==> src/core/mfc_params.svh <==
// Offsets, reset values and timing counts for the motor field control block
`ifndef MFC_PARAMS_SVH
`define MFC_PARAMS_SVH
`define MFC_OFF_ECON_DELAY   12'h000
`define MFC_OFF_CTRL         12'h004
`define MFC_OFF_FIRE_LIMIT   12'h008
`define MFC_OFF_MAX1         12'h00c
`define MFC_OFF_MAX2         12'h010
`define MFC_OFF_MIN          12'h014
`define MFC_OFF_FB_SCALE     12'h018
`define MFC_OFF_STATUS       12'h01c
`define MFC_OFF_GAINS        12'h020
`define MFC_OFF_DEMAND       12'h024
`define MFC_CTL_FIELD_EN     0
`define MFC_CTL_SEL2         1
`define MFC_CTL_ECON_EN      2
`define MFC_CTL_FLD_NORM     3
`define MFC_CTL_VLT_DBL      4
`define MFC_CTL_DIRECT       5
`define MFC_CTL_IR_SRC       6
`define MFC_CTL_FULL         7
`define MFC_CTL_HALVE        8
`define MFC_CTL_QUARTER      9
`define MFC_CTRL_RESET       10'h008
`define MFC_ECON_RESET       8'h1e
`define MFC_FIRE_RESET       10'h3e8
`define MFC_FIRE_MAX         10'h3e8
`define MFC_MAX1_RESET       10'h3e8
`define MFC_MAX2_RESET       10'h1f4
`define MFC_MIN_RESET        10'h1f4
`define MFC_FB_RESET         8'hcc
`define MFC_FB_EARLY_LO      8'h65
`define MFC_FB_EARLY_HI      8'h6e
`define MFC_CLK_HZ           100000000
`define MFC_SECOND_S         1
`define MFC_CYC_PER_SEC      (`MFC_SECOND_S * `MFC_CLK_HZ)
`endif

==> src/core/mfc_pkg.sv <==
// Types for the motor field control block
package mfc_pkg;
   typedef enum logic [1:0] {
      MFC_IDLE,
      MFC_WR,
      MFC_WRESP
   } mfc_wr_state_e;
   typedef logic [9:0] mfc_val_t;
endpackage : mfc_pkg

==> src/core/mfc_field_ctrl.sv <==
// Motor field control settings, economy timer and AXI4-Lite register slave
`timescale 1ns/1ps
`include "mfc_params.svh"
module mfc_field_ctrl #(
   parameter int unsigned CYC_PER_SEC = `MFC_CYC_PER_SEC,
   parameter bit          EARLY_CARD  = 1'b0
) (
   input  wire logic        clk_sys,
   input  wire logic        rst_b,
   input  wire logic [11:0] s_axi_awaddr,
   input  wire logic        s_axi_awvalid,
   output logic             s_axi_awready,
   input  wire logic [31:0] s_axi_wdata,
   input  wire logic [3:0]  s_axi_wstrb,
   input  wire logic        s_axi_wvalid,
   output logic             s_axi_wready,
   output logic [1:0]       s_axi_bresp,
   output logic             s_axi_bvalid,
   input  wire logic        s_axi_bready,
   input  wire logic [11:0] s_axi_araddr,
   input  wire logic        s_axi_arvalid,
   output logic             s_axi_arready,
   output logic [31:0]      s_axi_rdata,
   output logic [1:0]       s_axi_rresp,
   output logic             s_axi_rvalid,
   input  wire logic        s_axi_rready,
   input  wire logic        drive_enable,
   input  wire logic [9:0]  emf_loop_demand,
   input  wire logic [9:0]  field_loop_angle,
   input  wire logic [10:0] speed_err_integral,
   input  wire logic [10:0] final_current_demand,
   output logic [9:0]       field_demand,
   output logic [9:0]       firing_angle,
   output logic [10:0]      ir_comp_input,
   output logic [2:0]       field_gain_shift,
   output logic             field_integral_boost,
   output logic             voltage_integral_double,
   output logic             full_control,
   output logic             loop_bypass,
   output logic [9:0]       speed_gain_num,
   output logic [9:0]       speed_gain_den
);
   logic [7:0]  econ_delay_reg;
   logic [9:0]  ctrl_reg;
   mfc_pkg::mfc_val_t fire_limit_reg;
   mfc_pkg::mfc_val_t max1_reg;
   mfc_pkg::mfc_val_t max2_reg;
   mfc_pkg::mfc_val_t min_reg;
   logic [7:0]  fb_scale_reg;
   logic        auto_sel2_reg;
   logic [7:0]  sec_cnt_reg;
   logic [31:0] tick_cnt_reg;
   mfc_pkg::mfc_wr_state_e wr_state_reg;
   logic [11:0] awaddr_reg;
   logic        aw_held_reg;
   logic [31:0] wdata_reg;
   logic [3:0]  wstrb_reg;
   logic        w_held_reg;
   logic        wr_fire;
   logic [31:0] wr_val;
   logic        sel2_eff;
   mfc_pkg::mfc_val_t sel_max;
   mfc_pkg::mfc_val_t clamped;
   mfc_pkg::mfc_val_t angle_src;

   // Write side: address and data accepted in either order
   assign wr_fire = (wr_state_reg == mfc_pkg::MFC_WR);
   always_comb begin
      for (int i = 0; i < 4; i++) begin
         wr_val[i*8 +: 8] = wstrb_reg[i] ? wdata_reg[i*8 +: 8] : 8'h00;
      end
   end

   always_ff @(posedge clk_sys) begin
      if (!rst_b) begin
         wr_state_reg  <= mfc_pkg::MFC_IDLE;
         aw_held_reg   <= 1'b0;
         w_held_reg    <= 1'b0;
         awaddr_reg    <= 12'h000;
         wdata_reg     <= 32'h0000_0000;
         wstrb_reg     <= 4'h0;
         s_axi_awready <= 1'b0;
         s_axi_wready  <= 1'b0;
         s_axi_bvalid  <= 1'b0;
         s_axi_bresp   <= 2'h0;
      end else begin
         s_axi_awready <= 1'b0;
         s_axi_wready  <= 1'b0;
         case (wr_state_reg)
            mfc_pkg::MFC_IDLE: begin
               if (s_axi_awvalid && !aw_held_reg && !s_axi_awready) begin
                  s_axi_awready <= 1'b1;
                  awaddr_reg    <= s_axi_awaddr;
                  aw_held_reg   <= 1'b1;
               end
               if (s_axi_wvalid && !w_held_reg && !s_axi_wready) begin
                  s_axi_wready <= 1'b1;
                  wdata_reg    <= s_axi_wdata;
                  wstrb_reg    <= s_axi_wstrb;
                  w_held_reg   <= 1'b1;
               end
               if (aw_held_reg && w_held_reg) begin
                  wr_state_reg <= mfc_pkg::MFC_WR;
               end
            end
            mfc_pkg::MFC_WR: begin
               aw_held_reg  <= 1'b0;
               w_held_reg   <= 1'b0;
               s_axi_bvalid <= 1'b1;
               s_axi_bresp  <= (awaddr_reg[11:2] > `MFC_OFF_DEMAND >> 2) ? 2'h2 : 2'h0;
               wr_state_reg <= mfc_pkg::MFC_WRESP;
            end
            mfc_pkg::MFC_WRESP: begin
               if (s_axi_bready) begin
                  s_axi_bvalid <= 1'b0;
                  wr_state_reg <= mfc_pkg::MFC_IDLE;
               end
            end
            default: wr_state_reg <= mfc_pkg::MFC_IDLE;
         endcase
      end
   end

   // Settings registers; on sub-word writes, bytes without a strobe are written as zero, but econ_delay_reg keeps its value without strobe 0
   always_ff @(posedge clk_sys) begin
      if (!rst_b) begin
         econ_delay_reg <= `MFC_ECON_RESET;
         fire_limit_reg <= `MFC_FIRE_RESET;
         max1_reg       <= `MFC_MAX1_RESET;
         max2_reg       <= `MFC_MAX2_RESET;
         min_reg        <= `MFC_MIN_RESET;
         fb_scale_reg   <= `MFC_FB_RESET;
      end else if (wr_fire) begin
         case (awaddr_reg)
            `MFC_OFF_ECON_DELAY: if (wstrb_reg[0]) econ_delay_reg <= wr_val[7:0];
            `MFC_OFF_FIRE_LIMIT: if (wr_val[9:0] <= `MFC_FIRE_MAX) fire_limit_reg <= wr_val[9:0];
            `MFC_OFF_MAX1: if (wr_val[9:0] <= `MFC_FIRE_MAX) max1_reg <= wr_val[9:0];
            `MFC_OFF_MAX2: if (wr_val[9:0] <= `MFC_FIRE_MAX) max2_reg <= wr_val[9:0];
            `MFC_OFF_MIN: if (wr_val[9:0] <= `MFC_FIRE_MAX) min_reg <= wr_val[9:0];
            `MFC_OFF_FB_SCALE: begin
               if (!EARLY_CARD || (wr_val[7:0] >= `MFC_FB_EARLY_LO &&
                                   wr_val[7:0] <= `MFC_FB_EARLY_HI)) begin
                  fb_scale_reg <= wr_val[7:0];
               end
            end
            default: ;
         endcase
      end
   end

   always_ff @(posedge clk_sys) begin
      if (!rst_b) begin
         ctrl_reg <= `MFC_CTRL_RESET;
      end else if (wr_fire && awaddr_reg == `MFC_OFF_CTRL) begin
         ctrl_reg <= wr_val[9:0];
      end
   end

   always_ff @(posedge clk_sys) begin
      if (!rst_b || drive_enable || !ctrl_reg[`MFC_CTL_ECON_EN]) begin
         tick_cnt_reg  <= 32'h0000_0000;
         sec_cnt_reg   <= 8'h00;
         auto_sel2_reg <= 1'b0;
      end else if (sec_cnt_reg >= econ_delay_reg) begin
         auto_sel2_reg <= 1'b1;
      end else if (tick_cnt_reg >= CYC_PER_SEC - 1) begin
         tick_cnt_reg <= 32'h0000_0000;
         sec_cnt_reg  <= sec_cnt_reg + 8'h01;
      end else begin
         tick_cnt_reg <= tick_cnt_reg + 32'h0000_0001;
      end
   end

   assign sel2_eff = ctrl_reg[`MFC_CTL_ECON_EN] ? auto_sel2_reg : ctrl_reg[`MFC_CTL_SEL2];
   assign sel_max = sel2_eff ? max2_reg : max1_reg;
   always_comb begin
      clamped = emf_loop_demand;
      if (clamped > sel_max) clamped = sel_max;
      if (clamped < min_reg) clamped = min_reg;
   end
   assign angle_src = ctrl_reg[`MFC_CTL_DIRECT] ? max2_reg : field_loop_angle;

   always_ff @(posedge clk_sys) begin
      if (!rst_b) begin
         field_demand            <= 10'h000;
         firing_angle            <= 10'h000;
         ir_comp_input           <= 11'h000;
         field_gain_shift        <= 3'h0;
         field_integral_boost    <= 1'b0;
         voltage_integral_double <= 1'b0;
         full_control            <= 1'b0;
         loop_bypass             <= 1'b0;
         speed_gain_num          <= 10'h000;
         speed_gain_den          <= 10'h000;
      end else begin
         field_demand <= clamped;
         firing_angle <= (angle_src > fire_limit_reg) ? fire_limit_reg : angle_src;
         loop_bypass <= ctrl_reg[`MFC_CTL_DIRECT];
         ir_comp_input <= ctrl_reg[`MFC_CTL_IR_SRC] ? final_current_demand : speed_err_integral;
         field_gain_shift <= {1'b0, ctrl_reg[`MFC_CTL_QUARTER], 1'b0} +
                             {2'b00, ctrl_reg[`MFC_CTL_HALVE]};
         field_integral_boost <= !ctrl_reg[`MFC_CTL_FLD_NORM];
         voltage_integral_double <= ctrl_reg[`MFC_CTL_VLT_DBL];
         full_control <= ctrl_reg[`MFC_CTL_FULL];
         // speed gain ratio max1 over demand
         speed_gain_num <= ctrl_reg[`MFC_CTL_FIELD_EN] ? max1_reg : 10'h001;
         speed_gain_den <= ctrl_reg[`MFC_CTL_FIELD_EN] ? clamped : 10'h001;
      end
   end

   // Read side: one read at a time, answer one cycle after the address
   always_ff @(posedge clk_sys) begin
      if (!rst_b) begin
         s_axi_arready <= 1'b0;
         s_axi_rvalid  <= 1'b0;
         s_axi_rdata   <= 32'h0000_0000;
         s_axi_rresp   <= 2'h0;
      end else begin
         s_axi_arready <= 1'b0;
         if (s_axi_rvalid) begin
            if (s_axi_rready) s_axi_rvalid <= 1'b0;
         end else if (s_axi_arvalid && !s_axi_arready) begin
            s_axi_arready <= 1'b1;
            s_axi_rvalid  <= 1'b1;
            s_axi_rresp   <= 2'h0;
            case (s_axi_araddr)
               `MFC_OFF_ECON_DELAY: s_axi_rdata <= {24'h0, econ_delay_reg};
               `MFC_OFF_CTRL: s_axi_rdata <= {22'h0, ctrl_reg};
               `MFC_OFF_FIRE_LIMIT: s_axi_rdata <= {22'h0, fire_limit_reg};
               `MFC_OFF_MAX1: s_axi_rdata <= {22'h0, max1_reg};
               `MFC_OFF_MAX2: s_axi_rdata <= {22'h0, max2_reg};
               `MFC_OFF_MIN: s_axi_rdata <= {22'h0, min_reg};
               `MFC_OFF_FB_SCALE: s_axi_rdata <= {24'h0, fb_scale_reg};
               `MFC_OFF_STATUS: s_axi_rdata <= {22'h0, sel2_eff, auto_sel2_reg, sec_cnt_reg};
               `MFC_OFF_GAINS: s_axi_rdata <= {29'h0, field_gain_shift};
               `MFC_OFF_DEMAND: s_axi_rdata <= {6'h0, firing_angle, 6'h0, field_demand};
               default: begin
                  s_axi_rdata <= 32'h0000_0000;
                  s_axi_rresp <= 2'h2;
               end
            endcase
         end
      end
   end

   econ_fire_a: assert property (@(posedge clk_sys) disable iff (!rst_b)
      (ctrl_reg[2] && !drive_enable && sec_cnt_reg >= econ_delay_reg)
      |=> (auto_sel2_reg || drive_enable || !ctrl_reg[2]))
      else $error("economy select missed");
   econ_clear_a: assert property (@(posedge clk_sys) disable iff (!rst_b)
      drive_enable |=> (sec_cnt_reg == 8'h00 && !auto_sel2_reg))
      else $error("economy timer not cleared");
   angle_endstop_a: assert property (@(posedge clk_sys) disable iff (!rst_b)
      ##1 firing_angle <= $past(fire_limit_reg)) else $error("angle past endstop");
   direct_angle_a: assert property (@(posedge clk_sys) disable iff (!rst_b)
      (ctrl_reg[5] && max2_reg <= fire_limit_reg) |=> firing_angle == $past(max2_reg))
      else $error("direct angle wrong");
   demand_clamp_a: assert property (@(posedge clk_sys) disable iff (!rst_b)
      (min_reg <= sel_max) |=> (field_demand <= $past(sel_max)))
      else $error("demand above max");
   sel_manual_a: assert property (@(posedge clk_sys) disable iff (!rst_b)
      (!ctrl_reg[2] && ctrl_reg[1]) |-> sel_max == max2_reg) else $error("max2 not used");
   ir_src_a: assert property (@(posedge clk_sys) disable iff (!rst_b)
      ctrl_reg[6] |=> ir_comp_input == $past(final_current_demand))
      else $error("ir source wrong");
   gain_both_a: assert property (@(posedge clk_sys) disable iff (!rst_b)
      (ctrl_reg[8] && ctrl_reg[9]) |=> field_gain_shift == 3'h3) else $error("gain shift");
   fld_boost_a: assert property (@(posedge clk_sys) disable iff (!rst_b)
      !ctrl_reg[3] |=> field_integral_boost) else $error("boost missing");
   vlt_dbl_a: assert property (@(posedge clk_sys) disable iff (!rst_b)
      ctrl_reg[4] |=> voltage_integral_double) else $error("double missing");
   econ_owns_a: assert property (@(posedge clk_sys) disable iff (!rst_b)
      (ctrl_reg[2] && drive_enable) |=> (!sel2_eff || !ctrl_reg[2]))
      else $error("auto select kept");
   sel_user_a: assert property (@(posedge clk_sys) disable iff (!rst_b)
      !ctrl_reg[2] |-> sel2_eff == ctrl_reg[1]) else $error("user select ignored");
   direct_bypass_a: assert property (@(posedge clk_sys) disable iff (!rst_b)
      1'b1 |=> loop_bypass == $past(ctrl_reg[5])) else $error("bypass wrong");
   full_ctrl_a: assert property (@(posedge clk_sys) disable iff (!rst_b)
      1'b1 |=> full_control == $past(ctrl_reg[7])) else $error("full control wrong");
   gain_shift_a: assert property (@(posedge clk_sys) disable iff (!rst_b)
      1'b1 |=> field_gain_shift == {1'b0, $past(ctrl_reg[9]), $past(ctrl_reg[8])})
      else $error("gain shift wrong");
   speed_ratio_a: assert property (@(posedge clk_sys) disable iff (!rst_b)
      ctrl_reg[0] |=> (speed_gain_num == $past(max1_reg) &&
                       speed_gain_den == $past(clamped)))
      else $error("speed gain ratio wrong");
   ir_src0_a: assert property (@(posedge clk_sys) disable iff (!rst_b)
      !ctrl_reg[6] |=> ir_comp_input == $past(speed_err_integral))
      else $error("ir integral source wrong");
   early_scale_a: assert property (@(posedge clk_sys) disable iff (!rst_b)
      (EARLY_CARD && wr_fire && awaddr_reg == `MFC_OFF_FB_SCALE &&
       (wr_val[7:0] < `MFC_FB_EARLY_LO || wr_val[7:0] > `MFC_FB_EARLY_HI))
      |=> fb_scale_reg == $past(fb_scale_reg))
      else $error("scale code accepted");
endmodule : mfc_field_ctrl

==> config.mk <==
export PLATFORM = sky130hd
export DESIGN_NAME = mfc_field_ctrl
export DESIGN_NICKNAME = d
export VERILOG_FILES = /design/src/core/mfc_pkg.sv /design/src/core/mfc_field_ctrl.sv
export VERILOG_INCLUDE_DIRS = /design/src /design/src/core
export SDC_FILE = /design/constraint.sdc
export NUM_CORES = 1
export LEC_CHECK = 0
export ABC_CLOCK_PERIOD_IN_PS = 10700
export BUFFER_PORTS_ARGS = -buffer_cell sky130_fd_sc_hd__buf_2
export CORE_MARGIN = 1.5
export CORE_UTILIZATION = 30
export CTS_CLUSTER_DIAMETER = 200
export DETAILED_ROUTE_END_ITERATION = 12
export PLACE_DENSITY_LB_ADDON = 0.15
export RECOVER_POWER = 25
export SLEW_MARGIN = 15
export SYNTH_ARGS = -nofsm -noshare
export SYNTH_HDL_FRONTEND = slang
export SYNTH_SLANG_ARGS = --single-unit
==> constraint.sdc <==
create_clock -name clk_sys -period 10.7 [get_ports clk_sys]
set_input_delay 0.535 -clock clk_sys [delete_from_list [all_inputs] [get_ports clk_sys]]
set_output_delay 0.535 -clock clk_sys [all_outputs]
set_load 0.03 [all_outputs]
Yosys cells after proc, flatten, opt, wreduce, memory -nomap -nowiden

Cells that the tools add are included.

Muxes and demuxes: 29
Add/sub/neg operators: 3
Reduce and logical (&&, ||, !) cells: 40
Eq/ne operators: 21
$lt $le $gt $ge: 7
Bitwise gates (word level): 3

Operators with widths:

| cell                                                                             | count |
|---|---|
| 26-bit case mux with 10 select lines                                             | 1 |
| 12-bit by 5-bit == test with 1-bit output, second input constant                 | 7 |
| 10-bit 2-to-1 mux                                                                | 5 |
| 12-bit by 4-bit == test with 1-bit output, second input constant                 | 4 |
| 32-bit by 1-bit adder with 32-bit output, second input constant                  | 1 |
| 32-bit by 27-bit >= comparator with 1-bit output, second input constant          | 1 |
| 32-bit 2-to-1 mux                                                                | 1 |
| 12-bit by 3-bit == test with 1-bit output, second input constant                 | 2 |
| 12-bit by 6-bit == test with 1-bit output, second input constant                 | 2 |
| 12-bit logical NOT                                                               | 2 |
| 2-bit AND reduction                                                              | 11 |
| 10-bit greater-than comparator                                                   | 2 |
| 3-bit AND reduction                                                              | 5 |
| 1-bit 2-to-1 mux                                                                 | 11 |
| 11-bit 2-to-1 mux                                                                | 1 |
| 10-bit by 4-bit greater-than comparator with 1-bit output, second input constant | 1 |
| 10-bit <= comparator, second input constant                                      | 1 |
| 10-bit less-than comparator                                                      | 1 |
| 2-bit 2-to-1 mux                                                                 | 5 |
| 10-bit OR reduction                                                              | 1 |
| 8-bit by 1-bit adder with 8-bit output, second input constant                    | 1 |
| 8-bit >= comparator                                                              | 1 |
| 1-bit logical NOT                                                                | 8 |
| 8-bit 2-to-1 mux                                                                 | 1 |
| other kinds (12)                                                                 | 27 |

Input port bits: 110
Output and inout port bits: 99
Word-level logic and storage cells: 139
Register bits: 234

Logic depth before layout (Yosys ltp)

Gate-level depths: netlist of the first run.

Word-level depth: 7
Gate-level depth with buffers: 19
Mapped depth without buffers: 15

Least setup slack after synthesis of the first run

Ideal clock, no wire load.

Kind: reg2reg
From: register ctrl_reg[2]
To: register field_demand[8]
Path slack: 5731 ps
Buffers on the path: 4
Stages on the path, launching flop included: 20
Setup time: 124 ps
Period minus slack after synthesis: 4969 ps
Data arrival time: 4845 ps
Cell sequence: dfxtp_1 mux2i_1 buf_1 mux2i_1 ha_1 a21oi_1 o21ai_1 a2111oi_1 nor2_1 clkbuf_1 o21a_1 ha_1 a21o_1 a21o_1 a21o_1 a2111oi_0 a31oi_1 buf_2 buf_4 mux2i_1

Word-level cells in the longest chain between the ends: 6

Ends and longest elaborated chain:

| item                           | line                  | text |
|---|---|---|
| start, declared                | mfc_field_ctrl.sv:44  | `logic [9:0] ctrl_reg;` |
| start signal, assigned         | mfc_field_ctrl.sv:153 | `` ctrl_reg <= `MFC_CTRL_RESET; `` |
| start signal, assigned         | mfc_field_ctrl.sv:155 | `ctrl_reg <= wr_val[9:0];` |
| 1-bit 2-to-1 mux (*)           | mfc_field_ctrl.sv:174 | `` assign sel2_eff = ctrl_reg[`MFC_CTL_ECON_EN] ? auto_sel2_reg : ctrl_reg[`MFC_CTL_SEL2]; `` |
| 10-bit 2-to-1 mux (*)          | mfc_field_ctrl.sv:175 | `assign sel_max = sel2_eff ? max2_reg : max1_reg;` |
| 10-bit greater-than comparator | mfc_field_ctrl.sv:178 | `if (clamped > sel_max) clamped = sel_max;` |
| 10-bit 2-to-1 mux (*)          | mfc_field_ctrl.sv:178 |  |
| 10-bit less-than comparator    | mfc_field_ctrl.sv:179 | `if (clamped < min_reg) clamped = min_reg;` |
| 10-bit 2-to-1 mux (*)          | mfc_field_ctrl.sv:179 |  |
| end signal, assigned           | mfc_field_ctrl.sv:196 | `field_demand <= clamped;` |
| end, declared                  | mfc_field_ctrl.sv:32  | `output logic [9:0] field_demand,` |

Every way passes the cells marked *; elsewhere a longest branch is shown, timed or not.
A chain may end at the register's enable or synchronous reset.

Final worst setup path of the first run

Same ends and word-level chain as after synthesis.

==> results of run 1 <==
## where the power goes
group / switching [mW] / internal, mW
registers: 0.0152 / 0.833
clock network: 0.374 / 0.604
logic: 0.0911 / 0.0459
## per-layer routing
layer  wire (microns)  track usage  vias up
met5               13            0        -
met4              870       0.0480        2
met3             2160       0.0387       53
met2            14900        0.281      252
met1            16500        0.264     4350
li1                 -            -     4577
## area by class of cell
class                   instances  area (sq um)
fillers                      3742         22700
multi-input cells             856          5800
flip-flops and latches        219          4380
repair buffers                178           865
clock buffers                  36           772
well taps                     461           577
clock inverters                15           188
inverters                      35           133
## cells by family (layout without fill, tap and decap cells)
| logic type | count (synthesis) | count (layout) | synth area share |
|---|---|---|---|
| xor gates and xnor gates | 10 | 10 | 0.00814 |
| AOI/OAI and AO/OA | 252 | 252 | 0.162 |
| and+or+nand+nor | 409 | 409 | 0.192 |
| muxes | 131 | 131 | 0.125 |
| adders and majority gates | 39 | 39 | 0.0454 |
| DFF | 219 | 219 | 0.408 |
| other | 1 | 15 | 0.000349 |
| buffers and inverters | 135 | 264 | 0.0591 |
## cell usage after synthesis, drive strengths merged, types with 4 or more instances
cell type | number | share of area
nand4 | 18 | 0.011
mux2 | 10 | 0.010
a21oi | 62 | 0.029
a311oi | 9 | 0.0073
o31ai | 12 | 0.0084
a211oi | 28 | 0.020
a22oi | 21 | 0.015
o22ai | 7 | 0.0041
xnor2 | 9 | 0.0073
a2111oi | 8 | 0.0066
o21ai | 19 | 0.0088
or4 | 13 | 0.0094
nand2 | 138 | 0.048
a41oi | 5 | 0.0041
o211ai | 32 | 0.022
ha | 39 | 0.045
and4 | 8 | 0.0065
a22o | 10 | 0.0081
nor3 | 29 | 0.015
clkbuf | 62 | 0.023
o21a | 10 | 0.0070
and2 | 23 | 0.013
mux2i | 119 | 0.11
nand2b | 4 | 0.0023
nor2b | 4 | 0.0023
a31oi | 5 | 0.0029
nor2 | 74 | 0.026
dfxtp | 219 | 0.41
buf | 38 | 0.024
or3 | 14 | 0.0081
a21o | 12 | 0.0084
inv | 35 | 0.012
and3 | 20 | 0.012
nand3 | 47 | 0.022
## cell usage in the layout (no fill, tap or decap), types with 7 or more instances in the layout
master     synthesis  final
mux2_2            10     10
or3_1             14     14
xnor2_1            9      9
nand2_1          137    137
inv_1             35     34
a22o_1            10     10
a21oi_1           61     61
o211ai_1          32     32
a2111oi_0          7      7
o22ai_1            7      7
mux2i_1          119    119
o21ai_0           14     14
o31ai_1           12     12
and3_1            20     20
nor3_1            27     27
or4_1             12     12
a22oi_1           21     21
nand4_1           17     17
and2_1            22     18
a311oi_1           9      9
nand3_1           47     47
clkinv_2           0      7
conb_1             1     15
ha_1              39     39
dfxtp_1          219    219
clkbuf_16          0     29
a21o_1            12     12
buf_4             18      7
nor2_1            73     73
and4_1             8      8
buf_2             11    136
o21a_1            10     10
clkbuf_1          61     40
a211oi_1          28     28
## worst max-delay path: cells and delay by family, from the launching register on
kind / cells / cell delay, ns
muxes: 3 / 0.70
buffers and inverters: 3 / 0.84
AOI/OAI and AO/OA: 9 / 2.39
and+or+nand+nor: 1 / 0.37
DFF: 1 / 0.38
adders and majority gates: 2 / 0.59
## through the flow
step           power, mW  utilization  instances
6_report            1.96        0.359       1800
5_1_grt             2.04        0.359       1800
4_1_cts             2.00        0.361       1800
3_5_place_dp        1.00        0.334       1749
3_3_place_gp        1.00        0.334       1749
2_1_floorplan      0.958            -       1210
## worst max path at each step
| stage | endpoint | cells past startpoint |
|---|---|---|
| after floorplan | field_demand[8] | 19 |
| after global placement | speed_gain_den[4] | 18 |
| after detailed placement | field_demand[1] | 18 |
| after CTS | field_demand[1] | 18 |
| after global routing | speed_gain_den[6] | 18 |
| final | field_demand[8] | 18 |
==> impl_metrics.toml, run 1 <==
[cts]
ctsHoldBuffers = 0
cts_root_buf = "clkbuf_16"
clockBufferDepth = 3
clk_pin_slew_ns = 0.06
cts_resized = 0
numCtsBuffers = 28
cts_tree = "yes"
cts_sinks = 219
clock_latency_ns = 0.55
post_cts_buffers = 0
htreeDepth = 1

[sta]
finalSetupViolations = 0
period_share = 0.507
worstMarginPinSlew_ns = 4.06
relSlewSlack = -1.71
tns_ns = 0
fmax_mhz = 184
rsz0062_at_grt = "no"
finClkSkew_ns = 0.00760
worst_slack_ns = 5.27
layout_min_cycle_time_ns = 5.43
hold_ws_ns = 0.213
maxSlewViolCount = 153
hold_violations = 0

[power_and_ir_drop]
p_leak_nw = 5.09
peakVddDrop_mv = 0.118
power_density_nw_per_um2 = 154

[synth]
synth_warnings = 0
avgSynthCellArea_sq_um = 8.99
synthCells = 1196
synth-edff-count = 0
synth_seq_cells = 219
ys_types = 70
syn_area_sq_um = 10800
synthFlopType = "dfxtp_1"
seq_area_frac_synth = 0.408
ys_async_sr_fraction = 0

[run_status]
status = "complete, but fails checks"
violations = "capacitance limit, slew limit"

[min_path]
worstHoldEndpoint = "ir_comp_input[0]"
worstHoldPathType = "in -> reg"
min_path_cells = 3
holdCritStartpoint = "speed_err_integral[0]"

[cells_and_area]
final_layout_size_suffix_gt1_frac = 0.161
largest_reg_flops = 32
fin_nets = 1467
area_growth_pct = 18.3
diodes = 0
fin_area_sq_um = 12700

[global_routing]
grt_pass1_vias = 8836
track_usage = 0.185
grt_pass1_wl_microns = 52400
overflow = 0
grt_antenna_before_repair = 1
grt_max_degree = 88

[placement]
detailedPlace.worstSlack_ns = 5.28
place_area_sq_um = 11800
port_buffers = 169
gp_congestion = 0.832
place_hpwl_microns = 25500

[routing]
wirelength_microns = 34400
first_pass_iters = 5
final_antenna_net_count = 0
avgViaCountPerCell = 5.13
first_iter_violations = 579
dr_total_vias = 9234
drc = 0
route.detailed.wl_per_inst_microns = 19.1

[critical_path]
cp.arrival_ns = 5.85
endpoint_kind = "register"
regToRegSetupSlack_ns = 5.27
startpoint_type = "register"
critical_path.max_fanout = 15
critical_path.startpoint = "ctrl_reg[2]"
worstSetupPathType = "reg -> reg"
critPathMaxStageDelay_ns = 0.61
regToRegStartpoint = "ctrl_reg[2]"
rr_worst_depth = 18
critPathSlowestCell = "a2111oi_1"
r2r_end = "field_demand[8]"
crit_chain = "mux2i_1 > buf_4 > mux2i_1 > ha_1 > a21oi_1 > o21ai_1 > a2111oi_1 > nor2_1 > buf_4 > o21a_1 > ha_1 > a21o_1 > a21o_1 > a21o_1 > a2111oi_0 > a31oi_2 > buf_4 > mux2i_1"
critPathRequiredTime_ns = 11.12

[die]
die_h_microns = 192
ios = 209
die_w_microns = 192
dieArea_sq_um = 37000
rows = 69
initial_core_util = 0.304
core_sq_um = 35400

[job]
drv_cap = 2
Note: power is estimated with default switching activity, not from simulation.
==> run 2: changes to the inputs <==
ABC_AREA = 1   (was default)
ABC_CLOCK_PERIOD_IN_PS = 4500   (was 10700)
clock period = 4.5 ns   (was 10.7 ns; I/O delays follow)
==> impl_metrics.toml, run 2 <==
[power_and_ir_drop]
seq_power_share = 0.415
peakVddDrop_mv = 0.356
power_density_nw_per_um2 = 380
p_leak_nw = 5.82
power.internal_mw = 3.68
switchingPower_mw = 1.19
p_sw_frac = 0.244
p_comb_frac = 0.077
clockPowerShare = 0.507

[synth]
yosys.area_share.simple = 0.236
synth_compound_area_frac = 0.186
synthCells = 1384
synth_commonest_cells = "nand2_1, dfxtp_1, inv_1"
ys_async_sr_fraction = 0
synth-edff-count = 0
synth_top_family_by_area = "simple AND/OR/NAND/NOR gates"
synthXorXnorAreaFrac = 0.00256
synth_seq_cells = 219
syn_area_sq_um = 10300
synthFlopType = "dfxtp_1"
synth_mux_area_frac = 0
seq_area_frac_synth = 0.427
yosys-top-cells-area = "dfxtp_1, nand2_1, inv_1, a21oi_1, o21ai_0"
synth_area_leader_cell = "dfxtp_1"
synth_warnings = 0
synth-adder-area-share = 0.0475
ys_types = 49
synth_top_area_frac = 0.427
avgSynthCellArea_sq_um = 7.43
yosysMostFrequentCell = "nand2_1"

[die]
die_w_microns = 188
rows = 67
core_sq_um = 33600
die_h_microns = 188
dieArea_sq_um = 35400
initial_core_util = 0.306
ios = 209

[cells_and_area]
fin_nets = 1734
final_common_cell = "nand2_1"
final_cell_mix = "nand2_1, dfxtp_1, inv_1"
fin_area_sq_um = 12800
final_layout_size_suffix_gt1_frac = 0.134
area_growth_pct = 24.8
multi_input_area_sq_um = 4920
fillCellCount = 3569
diodes = 0
regArea_sq_um = 4380
largest_reg_flops = 32

[critical_path]
worstSetupPathType = "reg -> reg"
critPathRequiredTime_ns = 4.84
endpoint_kind = "register"
cp.arrival_ns = 4.17
startpoint_type = "register"
regToRegStartpoint = "ctrl_reg[1]"
critical_path.max_fanout = 19
critical_path.startpoint = "ctrl_reg[1]"

[sta]
finalSetupViolations = 0
finClkSkew_ns = 0.0108
worstMarginPinSlew_ns = 2.53
hold_violations = 0
maxSlewViolCount = 145
tns_ns = 0
relSlewSlack = -0.686
period_share = 0.852
hold_ws_ns = 0.0146
rsz0062_at_grt = "no"
layout_min_cycle_time_ns = 3.83
fmax_mhz = 261

[routing]
avgViaCountPerCell = 4.78
wirelength_microns = 33500
drc = 0
first_iter_violations = 603
dr_total_vias = 9828
final_antenna_net_count = 0
route.detailed.wl_per_inst_microns = 16.3
first_pass_iters = 5

[cts]
cts_sinks = 219
clk_pin_slew_ns = 0.06
clockBufferDepth = 3
cts_root_buf = "clkbuf_16"
cts_tree = "yes"
post_cts_buffers = 0
numCtsBuffers = 27
htreeDepth = 1
clock_latency_ns = 0.55

[job]
drv_cap = 2

[global_routing]
track_usage = 0.183
overflow = 0
grt_max_degree = 97
grt_antenna_before_repair = 0
grt_pass1_wl_microns = 51000
grt_pass1_vias = 8930

[min_path]
worstHoldPathType = "in -> reg"
holdCritStartpoint = "s_axi_wdata[0]"

[placement]
gp_congestion = 0.937
place_hpwl_microns = 25000
port_buffers = 169
place_area_sq_um = 11400

[run_status]
violations = "capacitance limit, slew limit"
status = "complete, but fails checks"
==> run 2: cell count changes in the layout (fill, tap and decap cells not counted), moves of 21 or more <==
cell | previous run | this run
a211oi_1 | 28 | 5
a21oi_1 | 61 | 123
a22oi_1 | 21 | 0
buf_2 | 136 | 112
clkbuf_1 | 40 | 61
dlygate4sd3_1 | 0 | 46
inv_1 | 34 | 168
mux2i_1 | 119 | 0
nand2_1 | 137 | 248
nor2_1 | 73 | 151
o21ai_0 | 14 | 118
==> run 2: cell families after synthesis <==
kind of cell,Yosys count
AND/OR/NAND/NOR,541
buffers and inverters,241
other,1
flip-flops,219
XOR/XNOR,3
AO/OA/AOI/OAI,340
adder cells (fa/ha/maj),39
==> run 2: power groups by stage <==
stage | logic [mW] | clock network (mW) | registers, mW
after global placement | 0.346 | 0 | 2.06
after global routing | 0.418 | 2.60 | 2.03
after detailed placement | 0.347 | 0 | 2.06
final | 0.376 | 2.47 | 2.02
after CTS | 0.378 | 2.52 | 2.02
after floorplan | 0.199 | 0 | 2.10
==> run 2: critical path, stage by stage (launching register included) <==
cell	delay [ns]
dfxtp_1	0.34
inv_1	0.08
o21ai_2	0.19
buf_4	0.19
nand2_1	0.05
o21ai_0	0.12
ha_1	0.30
nand2_1	0.10
inv_1	0.05
a21oi_1	0.16
nand3_2	0.12
nand2_2	0.28
o21ai_0	0.23
ha_1	0.35
nand4_1	0.13
nor3_1	0.19
nand2_2	0.26
nand2_2	0.26
nand2_1	0.09
nand2_1	0.08
nor2_1	0.04
==> run 2: what timing repair did <==
item                      4_1_cts  5_1_grt
resized for setup               0        0
hold endpoints to repair       36        0
hold buffers                   46        0
==> run 2: through the flow <==
stage          setup slack [ns]  power, mW   util  cells
2_1_floorplan              1.25       2.30      -   1398
3_3_place_gp              0.820       2.41  0.340   1958
4_1_cts                   0.735       4.92  0.384   2054
5_1_grt                   0.279       5.05  0.382   2054
6_report                  0.667       4.87  0.382   2054
3_5_place_dp              0.770       2.41  0.340   1958
==> run 2: final cells by class <==
class | count | share of cell area
repair buffers | 221 | 0.0990
clock buffers | 32 | 0.0565
multi-input cells | 938 | 0.383
clock inverters | 18 | 0.0232
inverters | 178 | 0.0526
well taps | 448 | 0.0437
flip-flops and latches | 219 | 0.342
==> run 2: final timing paths <==
path	to	slack, ns	cells past startpoint
min reg2reg	tick_cnt_reg[28]	0.44	2
max	field_demand[8]	0.67	20
min	wdata_reg[0]	0.01	3
max reg2reg	field_demand[8]	0.67	20
==> run 2: metal layers <==
metal,vias to the layer above,routed length (microns),track usage
met3,39,2330,0.0346
met2,308,13800,0.276
li1,4987,-,-
met5,-,0,0
met4,0,581,0.0428
met1,4494,16800,0.269
